File: config.mk
export PLATFORM = sky130hd
export DESIGN_NAME = mip_top
export DESIGN_NICKNAME = d
export VERILOG_FILES = /design/src/verilog/mip_top.v /design/src/verilog/mip_sticky.v
export VERILOG_INCLUDE_DIRS = /design/src /design/src/include
export SDC_FILE = /design/constraint.sdc
export NUM_CORES = 1
export LEC_CHECK = 0
export ABC_AREA = 1
export BUFFER_PORTS_ARGS = -buffer_cell sky130_fd_sc_hd__clkbuf_2
export CAP_MARGIN = 5
export CORE_MARGIN = 1.5
export CORE_UTILIZATION = 32
export DETAILED_ROUTE_END_ITERATION = 10
export HOLD_SLACK_MARGIN = 0.06
export SETUP_SLACK_MARGIN = 0.05
export SLEW_MARGIN = 20
export SYNTH_ARGS = -nofsm -noshare
export SYNTH_HDL_FRONTEND = slang
export SYNTH_SLANG_ARGS = --single-unit
File: constraint.sdc
create_clock -name sys_clk_in -period 4.7 [get_ports sys_clk_in]
set_clock_uncertainty 0.05 [all_clocks]
set_input_delay 0 -clock sys_clk_in [delete_from_list [all_inputs] [get_ports sys_clk_in]]
set_output_delay 0 -clock sys_clk_in [all_outputs]
set_load 0.01 [all_outputs]
File: src/include/mip_consts.vh
// How it works
// bit 14 enables phase C current crossing
// bit 15 writable, reset-complete never masked
// bit 16 enables dip, phases in 14:12
// bit 17 enables overcurrent, phases in 5:3
// bit 18 enables overvoltage, phases in 11:9
// bit 19 enables A-then-C order error
// bit 20 enables current mismatch over threshold
// bit 23 enables current peak period end
// bit 24 enables voltage peak period end
// bit 25 enables checksum change since run
// reserved enable bits reset zero, inert
// bits 3..5 mark overcurrent source phase
// bits 9..11 mark overvoltage source phase
// bits 12..14 mark dip source phase
// reserved phase register bits read zero
// bits 0..2 show total-power idle phases
// bits 3..5 show fundamental idle phases
// bits 6..8 show apparent idle phases
// bit 0 enables total idle entry
// flag and enable raise request; reset-complete always
// enables and phase bits reset to zero
`ifndef MIP_CONSTS_VH
`define MIP_CONSTS_VH

// ****************************************
// register offsets
// ****************************************
`define MIP_ADDR_ENABLE       16'he50b
`define MIP_ADDR_FLAGS        16'he50d
`define MIP_ADDR_THRESHOLD    16'he510
`define MIP_ADDR_RUN          16'he520
`define MIP_ADDR_PHASE_EVENT  16'he600
`define MIP_ADDR_NO_LOAD      16'he608

// ****************************************
// event flag bit positions
// ****************************************
`define MIP_BIT_TOTAL_IDLE    0
`define MIP_BIT_RESET_DONE    15
`define MIP_BIT_DIP           16
`define MIP_BIT_OVERCURRENT   17
`define MIP_BIT_OVERVOLTAGE   18

// ****************************************
// masks and reset values
// ****************************************
`define MIP_ENABLE_MASK       32'h039fffff
`define MIP_RESET_DONE_MASK   32'h00008000
`define MIP_ENABLE_RESET      32'h00000000
`define MIP_FLAGS_RESET       32'h00000000
`define MIP_PHASE_RESET       9'h000
`define MIP_THRESHOLD_RESET   32'h00000000

`endif

File: src/verilog/mip_top.v
`include "mip_consts.vh"

module mip_top (
    input  wire        sys_clk_in,                // core clock, 20 mhz
    input  wire        sys_rst_in,                // sync reset, high
    input  wire [15:0] reg_addr_in,               // register address
    input  wire [31:0] reg_wdata_in,              // write data
    input  wire        reg_wr_in,                 // write strobe
    input  wire        reg_rd_in,                 // read strobe
    output wire [31:0] reg_rdata_out,             // read data, next cycle
    input  wire        reset_done_in,             // reset complete pulse
    input  wire [2:0]  total_idle_in,             // total power idle per phase
    input  wire [2:0]  fund_idle_in,              // fundamental idle per phase
    input  wire [2:0]  apparent_idle_in,          // apparent idle per phase
    input  wire [11:0] zx_event_in,               // crossing events, flags 14:3
    input  wire [2:0]  dip_phase_in,              // dip pulse per phase
    input  wire [2:0]  oc_phase_in,               // overcurrent pulse per phase
    input  wire [2:0]  ov_phase_in,               // overvoltage pulse per phase
    input  wire        va_rise_in,                // phase a voltage rising cross
    input  wire        vb_rise_in,                // phase b voltage rising cross
    input  wire        vc_rise_in,                // phase c voltage rising cross
    input  wire        sample_valid_in,           // current samples valid
    input  wire [31:0] summed_phase_current_in,   // signed phase sum
    input  wire [31:0] neutral_current_sample_in, // signed neutral current
    input  wire        pk_i_end_in,               // current peak period ended
    input  wire        pk_v_end_in,               // voltage peak period ended
    input  wire        checksum_valid_in,         // new checksum present
    input  wire [31:0] checksum_in,               // latest checksum
    output wire        irq_out                    // interrupt request, high
);

    // ****************************************
    // state machine codes for phase order
    // ****************************************
    localparam SEQ_IDLE  = 1'b0;
    localparam SEQ_SAW_A = 1'b1;

    // ****************************************
    // declarations
    // ****************************************
    reg  [31:0] interrupt_enable_second;
    reg  [31:0] mismatch_threshold;
    reg         run_control;
    reg  [31:0] run_checksum;
    reg  [31:0] rdata;
    reg         irq;
    reg  [8:0]  no_load_state;
    reg         seq_state;
    reg         next_seq_state;
    reg         seq_error;
    reg         mismatch_event;
    reg         crc_event;
    reg  [31:0] next_rdata;

    wire        wr_enable;
    wire        wr_flags;
    wire        wr_threshold;
    wire        wr_run;
    wire [31:0] flags_clr;
    wire [31:0] flags_set;
    wire [31:0] event_flags_second;
    wire [8:0]  phase_clr;
    wire [8:0]  phase_set;
    wire [8:0]  phase_bits;
    wire [2:0]  overcurrent_phase_bits;
    wire [2:0]  overvoltage_phase_bits;
    wire [2:0]  dip_phase_bits;
    wire [2:0]  total_idle_phase_bits;
    wire [2:0]  fundamental_idle_phase_bits;
    wire [2:0]  apparent_idle_phase_bits;
    wire        total_idle_flag;
    wire        fundamental_idle_flag;
    wire        apparent_idle_flag;
    wire [15:0] phase_event_source;
    wire [15:0] phase_no_load_state;
    wire [32:0] current_diff;
    wire [32:0] current_mag;
    wire [31:0] pending;

    // ****************************************
    // address decode
    // ****************************************

    // writes are single cycle strobes; unmapped writes fall away
    assign wr_enable    = reg_wr_in && (reg_addr_in == `MIP_ADDR_ENABLE);
    assign wr_flags     = reg_wr_in && (reg_addr_in == `MIP_ADDR_FLAGS);
    assign wr_threshold = reg_wr_in && (reg_addr_in == `MIP_ADDR_THRESHOLD);
    assign wr_run       = reg_wr_in && (reg_addr_in == `MIP_ADDR_RUN);

    // ****************************************
    // enable, threshold and run registers
    // ****************************************

    // reserved enable bits are never stored, so they stay zero and steer nothing
    always @(posedge sys_clk_in) begin
        if (sys_rst_in) begin
            interrupt_enable_second <= `MIP_ENABLE_RESET;
        end else if (wr_enable) begin
            interrupt_enable_second <= reg_wdata_in & `MIP_ENABLE_MASK;
        end
    end

    // mismatch threshold is an unsigned magnitude
    always @(posedge sys_clk_in) begin
        if (sys_rst_in) begin
            mismatch_threshold <= `MIP_THRESHOLD_RESET;
        end else if (wr_threshold) begin
            mismatch_threshold <= reg_wdata_in;
        end
    end

    // the reference checksum is caught when run goes from 0 to 1
    always @(posedge sys_clk_in) begin
        if (sys_rst_in) begin
            run_control  <= 1'b0;
            run_checksum <= 32'h00000000;
        end else if (wr_run) begin
            run_control <= reg_wdata_in[0];
            if (reg_wdata_in[0] && !run_control) begin
                run_checksum <= checksum_in;
            end
        end
    end

    // ****************************************
    // no-load phase state
    // ****************************************

    // level view of the idle inputs, one cycle behind them
    always @(posedge sys_clk_in) begin
        if (sys_rst_in) begin
            no_load_state <= `MIP_PHASE_RESET;
        end else begin
            no_load_state <= {apparent_idle_in, fund_idle_in, total_idle_in};
        end
    end

    assign total_idle_phase_bits       = no_load_state[2:0];
    assign fundamental_idle_phase_bits = no_load_state[5:3];
    assign apparent_idle_phase_bits    = no_load_state[8:6];

    // a status flag is raised when any phase newly enters idle, so it
    // lands in the same cycle as the phase bit that caused it
    assign total_idle_flag       = |(total_idle_in & ~total_idle_phase_bits);
    assign fundamental_idle_flag = |(fund_idle_in & ~fundamental_idle_phase_bits);
    assign apparent_idle_flag    = |(apparent_idle_in & ~apparent_idle_phase_bits);

    // reserved bits tied low
    assign phase_no_load_state = {7'h00, no_load_state};

    // ****************************************
    // phase order checker
    // ****************************************

    // after a rising a, a rising c before b is an order fault; a fresh a
    // restarts the watch so only the nearest following crossing counts
    always @* begin
        next_seq_state = seq_state;
        case (seq_state)
            SEQ_IDLE: begin
                if (va_rise_in) begin
                    next_seq_state = SEQ_SAW_A;
                end
            end
            SEQ_SAW_A: begin
                if (vb_rise_in || vc_rise_in) begin
                    next_seq_state = va_rise_in ? SEQ_SAW_A : SEQ_IDLE;
                end
            end
            default: begin
                next_seq_state = SEQ_IDLE;
            end
        endcase
    end

    always @(posedge sys_clk_in) begin
        if (sys_rst_in) begin
            seq_state <= SEQ_IDLE;
            seq_error <= 1'b0;
        end else begin
            seq_state <= next_seq_state;
            seq_error <= (seq_state == SEQ_SAW_A) && vc_rise_in && !vb_rise_in;
        end
    end

    // ****************************************
    // current mismatch detector
    // ****************************************

    // sign-extended difference cannot overflow in 33 bits
    assign current_diff = {summed_phase_current_in[31], summed_phase_current_in}
                        - {neutral_current_sample_in[31], neutral_current_sample_in};
    assign current_mag  = current_diff[32] ? (33'h000000000 - current_diff)
                                           : current_diff;

    always @(posedge sys_clk_in) begin
        if (sys_rst_in) begin
            mismatch_event <= 1'b0;
        end else begin
            mismatch_event <= sample_valid_in
                           && (current_mag > {1'b0, mismatch_threshold});
        end
    end

    // ****************************************
    // checksum watch
    // ****************************************

    // only meaningful while run is set; before that no reference exists
    always @(posedge sys_clk_in) begin
        if (sys_rst_in) begin
            crc_event <= 1'b0;
        end else begin
            crc_event <= checksum_valid_in && run_control
                      && (checksum_in != run_checksum);
        end
    end

    // ****************************************
    // event flags
    // ****************************************

    // write one to clear; hardware set still wins in the same cycle
    assign flags_clr = wr_flags ? (reg_wdata_in & `MIP_ENABLE_MASK) : 32'h00000000;

    assign flags_set = {6'h00,
                        crc_event,
                        pk_v_end_in,
                        pk_i_end_in,
                        2'b00,
                        mismatch_event,
                        seq_error,
                        |ov_phase_in,
                        |oc_phase_in,
                        |dip_phase_in,
                        reset_done_in,
                        zx_event_in,
                        apparent_idle_flag,
                        fundamental_idle_flag,
                        total_idle_flag};

    mip_sticky #(
        .WIDTH (32)
    ) u_flags (
        .sys_clk_in (sys_clk_in),
        .sys_rst_in (sys_rst_in),
        .set_in     (flags_set),
        .clr_in     (flags_clr),
        .q_out      (event_flags_second)
    );

    // ****************************************
    // phase event source
    // ****************************************

    // per-phase sources are held until software clears the summary flag
    assign phase_set = {dip_phase_in, ov_phase_in, oc_phase_in};
    assign phase_clr = {{3{flags_clr[`MIP_BIT_DIP]}},
                        {3{flags_clr[`MIP_BIT_OVERVOLTAGE]}},
                        {3{flags_clr[`MIP_BIT_OVERCURRENT]}}};

    mip_sticky #(
        .WIDTH (9)
    ) u_phase (
        .sys_clk_in (sys_clk_in),
        .sys_rst_in (sys_rst_in),
        .set_in     (phase_set),
        .clr_in     (phase_clr),
        .q_out      (phase_bits)
    );

    assign overcurrent_phase_bits = phase_bits[2:0];
    assign overvoltage_phase_bits = phase_bits[5:3];
    assign dip_phase_bits         = phase_bits[8:6];

    // reserved positions read zero
    assign phase_event_source = {1'b0, dip_phase_bits, overvoltage_phase_bits,
                                 3'b000, overcurrent_phase_bits, 3'b000};

    // ****************************************
    // interrupt request
    // ****************************************

    // enable bit 15 is stored but ignored; reset-complete always passes
    assign pending = event_flags_second
                   & ((interrupt_enable_second & ~`MIP_RESET_DONE_MASK)
                      | `MIP_RESET_DONE_MASK);

    // registered so the pin carries no decode glitches
    always @(posedge sys_clk_in) begin
        if (sys_rst_in) begin
            irq <= 1'b0;
        end else begin
            irq <= |pending;
        end
    end

    assign irq_out = irq;

    // ****************************************
    // read path
    // ****************************************

    // unmapped addresses and idle cycles read as zero
    always @* begin
        next_rdata = 32'h00000000;
        if (reg_rd_in) begin
            if (reg_addr_in == `MIP_ADDR_ENABLE) begin
                next_rdata = interrupt_enable_second;
            end else if (reg_addr_in == `MIP_ADDR_FLAGS) begin
                next_rdata = event_flags_second;
            end else if (reg_addr_in == `MIP_ADDR_THRESHOLD) begin
                next_rdata = mismatch_threshold;
            end else if (reg_addr_in == `MIP_ADDR_RUN) begin
                next_rdata = {31'h00000000, run_control};
            end else if (reg_addr_in == `MIP_ADDR_PHASE_EVENT) begin
                next_rdata = {16'h0000, phase_event_source};
            end else if (reg_addr_in == `MIP_ADDR_NO_LOAD) begin
                next_rdata = {16'h0000, phase_no_load_state};
            end
        end
    end

    // data stand only in the cycle after the read strobe
    always @(posedge sys_clk_in) begin
        if (sys_rst_in) begin
            rdata <= 32'h00000000;
        end else begin
            rdata <= next_rdata;
        end
    end

    assign reg_rdata_out = rdata;

endmodule

File: src/verilog/mip_sticky.v
// ****************************************
// sticky flag vector, set wins over clear
// ****************************************
module mip_sticky #(
    parameter WIDTH = 8
) (
    input  wire             sys_clk_in, // core clock
    input  wire             sys_rst_in, // sync reset, high
    input  wire [WIDTH-1:0] set_in,     // hardware event pulses
    input  wire [WIDTH-1:0] clr_in,     // clear requests
    output wire [WIDTH-1:0] q_out       // held flags
);

    reg  [WIDTH-1:0] q;
    wire [WIDTH-1:0] next_q;

    // an event in the clearing cycle must survive, so set is ored last
    assign next_q = (q & ~clr_in) | set_in;

    always @(posedge sys_clk_in) begin
        if (sys_rst_in) begin
            q <= {WIDTH{1'b0}};
        end else begin
            q <= next_q;
        end
    end

    assign q_out = q;

endmodule

Yosys cells after proc, flatten, opt, wreduce, memory -nomap -nowiden:

Index checks and enable logic that the tools add are counted.

* add/sub/neg operators: 2
* multiply operators: 0
* div/mod/pow operators: 0
* order comparisons: 1
* eq/ne operators: 7
* shifts and indexed selects: 0
* mux-type cells: 11
* bitwise operators: 15
* reductions and logical operators: 23

Operator list (count)
* equality test 16 bit (second input constant): 6
* two-way mux 32 bit: 2
* two-way mux 26 bit: 2
* > comparator 33 x 32 -> 1 bit: 1
* two-way mux 33 bit: 1
* subtractor 1 x 33 -> 33 bit (first input constant): 1
* subtractor 32 x 32 -> 33 bit: 1
* AND 32 x 26 -> 32 bit: 1
* AND 32 bit: 1
* inequality test 32 bit: 1
* NOT 26 -> 32 bit: 1
* OR 32 x 26 -> 32 bit: 1
* OR reduction 32 bit: 1
* two-way mux 15 bit: 2
* OR reduction 3 bit: 7
* logical AND 1 bit: 10
* AND 3 bit: 3
* AND 9 bit: 1
* two-way mux 9 bit: 1
* NOT 3 bit: 3
* NOT 9 bit: 1
* OR 9 bit: 1
* zero test 1 bit: 2
* two-way mux 1 bit: 2
* other kinds (5): 6

* bits in registers: 176
* bits in latches: 0
* memory bits (writable): 0
* ROM bits: 0
* memories kept: 0

Depth between registers and ports, before layout:

* depth in word-level cells: 7
* gate-level depth with buffers: 37

Modules after synthesis:

Synthesis repeated with hierarchy kept, for this count alone.

* cells, all modules: 1891
* area, all modules: 11966.5 um2

By module, submodules not included
* mip_top: instances 1, cells an instance 1682, area each 10400.0 um2, seq. area each 2702.6 um2
* mip_sticky at u_flags: instances 1, cells an instance 163, area each 1194.9 um2, seq. area each 640.6 um2
* mip_sticky at u_phase: instances 1, cells an instance 46, area each 371.6 um2, seq. area each 180.2 um2

Worst setup path after synthesis:

No wires, ideal clock.

* path kind: input -> register
* from: input port summed_phase_current_in[0]
* to: register mismatch_event
* arrival: 3.149 ns
* path slack: 1.389 ns
* stages on the path: 35
* cell sequence: inv_1 > ha_1 > fa_1 > inv_1 > nand3_1 > nand2_1 > nand2_1 > nand2_1 > nand2_1 > nand2_1 > nand3b_1 > nand2_1 > nand2_1 > nand2_2 > buf_4 > nand2_1 > o21ai_1 > xor2_1 > ha_1 > nand2_1 > nor2_1 > nand2_1 > nor2_1 > a21boi_0 > nand3_1 > nand2_1 > nand2_1 > nand2_1 > nand2_1 > nand2_1 > nand2_1 > nand2_1 > nand2_1 > nor2_1 > nor2_1

* word-level cells in the longest chain between the ends: 5

Ends and longest elaborated chain
* start: declaration: RTL line mip_top.v:23 `input wire [31:0] summed_phase_current_in,`
* subtractor 32 x 32 -> 33 bit *: RTL line mip_top.v:192 `- {neutral_current_sample_in[31], neutral_current_sample_in};`
* subtractor 1 x 33 -> 33 bit: RTL line mip_top.v:193 `assign current_mag = current_diff[32] ? (33'h000000000 - current_diff)`
* two-way mux 33 bit *: RTL line mip_top.v:193
* > comparator 33 x 32 -> 1 bit *: RTL line mip_top.v:201 `&& (current_mag > {1'b0, mismatch_threshold});`
* logical AND 1 bit *: RTL line mip_top.v:201
* end signal: assignment: RTL line mip_top.v:200 `mismatch_event <= sample_valid_in`
* end: declaration: RTL line mip_top.v:51 `reg mismatch_event;`

Mark *: on every way between the ends. The rest lies on a longest branch, timed or not.
A chain may end at the register's enable or synchronous reset.

Worst setup path in the final report:

Ends and elaborated chain as after synthesis.

==> impl_metrics.ini <==
[run_status]
status = finished, final reports clean

[worst_setup_path]
path_class = input port to register
crit_family = simple AND/OR/NAND/NOR gates
cp_num_cells = 35
rr_startpoint = run_checksum[10]$_SDFFE_PP0P_
endpoint = mismatch_event$_SDFF_PP0_
critPathBufInv = 3
cp_common_cell = nand2_1
critPathMaxFanout = 24
r2r_setup_slack_ns = 2.46
cp_data_arrival_time_ns = 3.80
r2r_end = crc_event$_SDFF_PP0_
cpPeakStageDelay_ns = 0.41
worstSetupEndpointType = register
reg2regPathDepth = 6
worstSetupStartpointType = input port
cp_slowest_cell = fa_1
timing.critical_path.from = summed_phase_current_in[0]
cp_data_required_time_ns = 4.97

[logic_synthesis]
syn_inst = 1783
synthAdderAreaFrac = 0.07424
ys_seq_area_frac = 0.2996
ys.warnings.count = 0
synth_compound_area_frac = 0.1701
synthMuxAreaShare = 0
ys_seq_elements = 168
synth_fp_nets = 2035
mappedNetlistArea_sq_um = 11220
synthSimpleGateAreaFrac = 0.2841
synth_cell_types = 41
synth_top_family_by_area = simple AND/OR/NAND/NOR gates
postSynthAreaPerCell_sq_um = 6.295
post_synth_xor_area_fraction = 0.03433

[floorplanning]
coreArea_sq_um = 34540
die_w_microns = 190.3
dieArea_sq_um = 36210
dieHeight_microns = 190.3
boundaryPins = 219
start_util = 0.3249
core.rowCount = 68

[clock_network]
cts_tree = done
cts_sinks = 168
hold_buffers = 135
cts_resized = 0
clock_latency_ns = 0.43
postCtsSetupBuffers = 0
cts_root_buf = clkbuf_16
cts_buffers = 17
clkTransAtPathRegs_ns = 0.07
htree_levels = 4
clock_path_buffers = 2

[finish]
drive_above_1_share = 0.1308
area_delta_synth_final_pct = 30.90
design_area_sq_um = 14690
layoutNonFillerInstCount = 2588
diodes = 0
nets = 2372

[place]
postPlaceCellArea_sq_um = 12760
dp_cells = 2421
io_buffers = 218
gp_congestion = 0.9006
place_hpwl_microns = 27620

[power_and_ir_drop]
p_leak_nw = 7.408
powerDensity_nw_per_um2 = 271.4
ir_drop_v = 0.0002151
power_mw = 3.987

[routing]
drtPass1Iterations = 5
via_count = 12190
wl_per_cell_microns = 13.88
wl_met1_microns = 16840
final_antenna_net_count = 0
routed_wl_microns = 35910
highest_layer = met4
viasPerCell = 4.711
wl_met3_microns = 1872
route.met2.wl_microns = 16540
drt_iter0_drc = 777
post-route-drc-count = 0

[global_route]
grt_antenna_before_repair = 0
track_usage = 0.1975
grt_pass1_vias = 11630
grt_pass1_wl_microns = 57460
grt_max_degree = 72
grt_overflow_total = 0

[timing]
timing.setup.tns_ns = 0
hold_viol_final = 0
rsz0062_at_grt = false
fin_crit_sh = 0.7505
finalCriticalPeriod_ns = 3.528
finalSetupViolCount = 0
worst_pin_slew_ns = 0.9005
fmax_mhz = 283.5
slew_viol_final = 0
holdWs_ns = 0.07783
maxSlewHeadroom = 0.3991

[run]
cap_violations = 0

[hold_path]
hp-class = input port to register
-- worst min-delay path: cells and delay by family --
kind,cells,cell delay [ns]
compound gates,2,0.19
simple gates,2,0.13
buf+inv,3,0.20
-- Yosys cell counts (all sizes together) --
master | number | area (sq um)
clkbuf | 33 | 123.9
a41oi | 2 | 17.52
o2111ai | 2 | 17.52
a31oi | 9 | 56.30
buf | 10 | 65.06
clkinv | 3 | 11.26
nand3b | 8 | 60.06
inv | 358 | 1344
a21oi | 139 | 695.7
o31ai | 1 | 7.510
o221ai | 13 | 113.9
nand4 | 19 | 118.9
a21o | 1 | 7.510
nor4 | 11 | 75.07
o21bai | 5 | 37.54
a211oi | 27 | 202.7
nor2 | 189 | 732.0
nor3 | 14 | 75.07
o211ai | 11 | 82.58
o22ai | 13 | 81.33
a21boi | 2 | 15.01
a221oi | 9 | 78.83
fa | 1 | 20.02
o21ai | 99 | 495.5
ha | 65 | 813.3
nand3 | 84 | 430.4
xor2 | 38 | 332.8
and2 | 3 | 18.77
dfxtp | 168 | 3363
xnor2 | 6 | 52.55
nand2 | 440 | 1679
-- stage by stage --
stage / util / setup WS (ns)
4_1_cts: 0.4253 / 1.151
3_3_place_gp: 0.3693 / 0.8080
3_5_place_dp: 0.3693 / 0.7188
6_report: 0.4253 / 1.172
5_1_grt: 0.4253 / 0.5648
2_1_floorplan: - / 1.389
-- registers in the layout (all words and copies together) (netlist names) --
register and count:
run_checksum 32, crc_event 1, no_load_state 9, mismatch_threshold 32
u_phase.q_out 9, run_control 1, mismatch_event 1, reg_rdata_out 32
seq_state 1, interrupt_enable_second 24, u_flags.q_out 24, seq_error 1
irq_out 1
-- power breakdown --
part	leakage [nW]	internal, mW	switching [mW]	total (mW)
logic	5.76	0.466	0.664	1.13
clock network	0.277	0.813	0.576	1.39
registers	1.37	1.45	0.0177	1.47
total	7.41	2.73	1.26	3.99
-- how the worst min path moves through the flow --
stage,start,end,slack (ns),cells after the start
finish,reg_addr_in[9],reg_rdata_out[14]$_SDFF_PP0_,0.08,7
floorplan,vb_rise_in,seq_error$_SDFF_PP0_,0.03,1
global placement,zx_event_in[6],u_flags.q_out[9]$_SDFF_PP0_,0.16,3
global route,reg_addr_in[9],reg_rdata_out[14]$_SDFF_PP0_,0.11,7
detailed placement,vb_rise_in,seq_error$_SDFF_PP0_,0.16,2
CTS,reg_addr_in[9],reg_rdata_out[14]$_SDFF_PP0_,0.07,7
-- placed cells by master, fill, tap and decap left out, types with 2 or more instances in the layout --
| cell | n |
|---|---|
| clkbuf_8 | 2 |
| a221oi_1 | 9 |
| o21bai_1 | 5 |
| o221ai_1 | 13 |
| clkbuf_16 | 17 |
| nand4_1 | 19 |
| nand2_2 | 11 |
| dlygate4sd3_1 | 135 |
| xnor2_1 | 6 |
| nand3_1 | 82 |
| a21oi_1 | 139 |
| clkbuf_1 | 3 |
| o21ai_1 | 3 |
| nand3_2 | 2 |
| nand2_1 | 429 |
| a41oi_1 | 2 |
| ha_1 | 65 |
| clkinvlp_4 | 3 |
| nor2_2 | 7 |
| clkbuf_2 | 218 |
| inv_6 | 2 |
| o2111ai_1 | 2 |
| a21boi_0 | 2 |
| dfxtp_1 | 168 |
| o21ai_0 | 96 |
| o211ai_1 | 11 |
| xor2_1 | 38 |
| inv_1 | 357 |
| buf_4 | 8 |
| a211oi_1 | 27 |
| clkinv_2 | 2 |
| o22ai_1 | 13 |
| nor3_1 | 13 |
| and2_1 | 3 |
| nand3b_1 | 8 |
| bufinv_16 | 2 |
| a31oi_1 | 9 |
| nor2_1 | 181 |
| nor4_1 | 10 |
| clkinv_1 | 3 |
-- cells by family (layout without fill, tap and decap cells) --
logic type / Yosys count / count (layout)
flip-flops: 168 / 168
AND/OR/NAND/NOR: 768 / 768
buffers and inverters: 404 / 754
adder cells (fa/ha/maj): 66 / 66
AO/OA/AOI/OAI: 333 / 333
XOR/XNOR: 44 / 44
-- routing by layer --
metal	up-vias	GRT usage
met4	0	0.05633
met1	5434	0.2602
met2	371	0.3394
met5	-	0
li1	6342	-
met3	44	0.02116
-- cell type report --
class,instances,area [sq um]
well taps,455,569.3
multi-input cells,1211,6320
fillers,3670,19850
inverters,361,1355
clock buffers,22,464.2
repair buffers,361,2502
clock inverters,10,118.9
flip-flops and latches,168,3363
No activity file was read; power rests on OpenSTA's default activity.
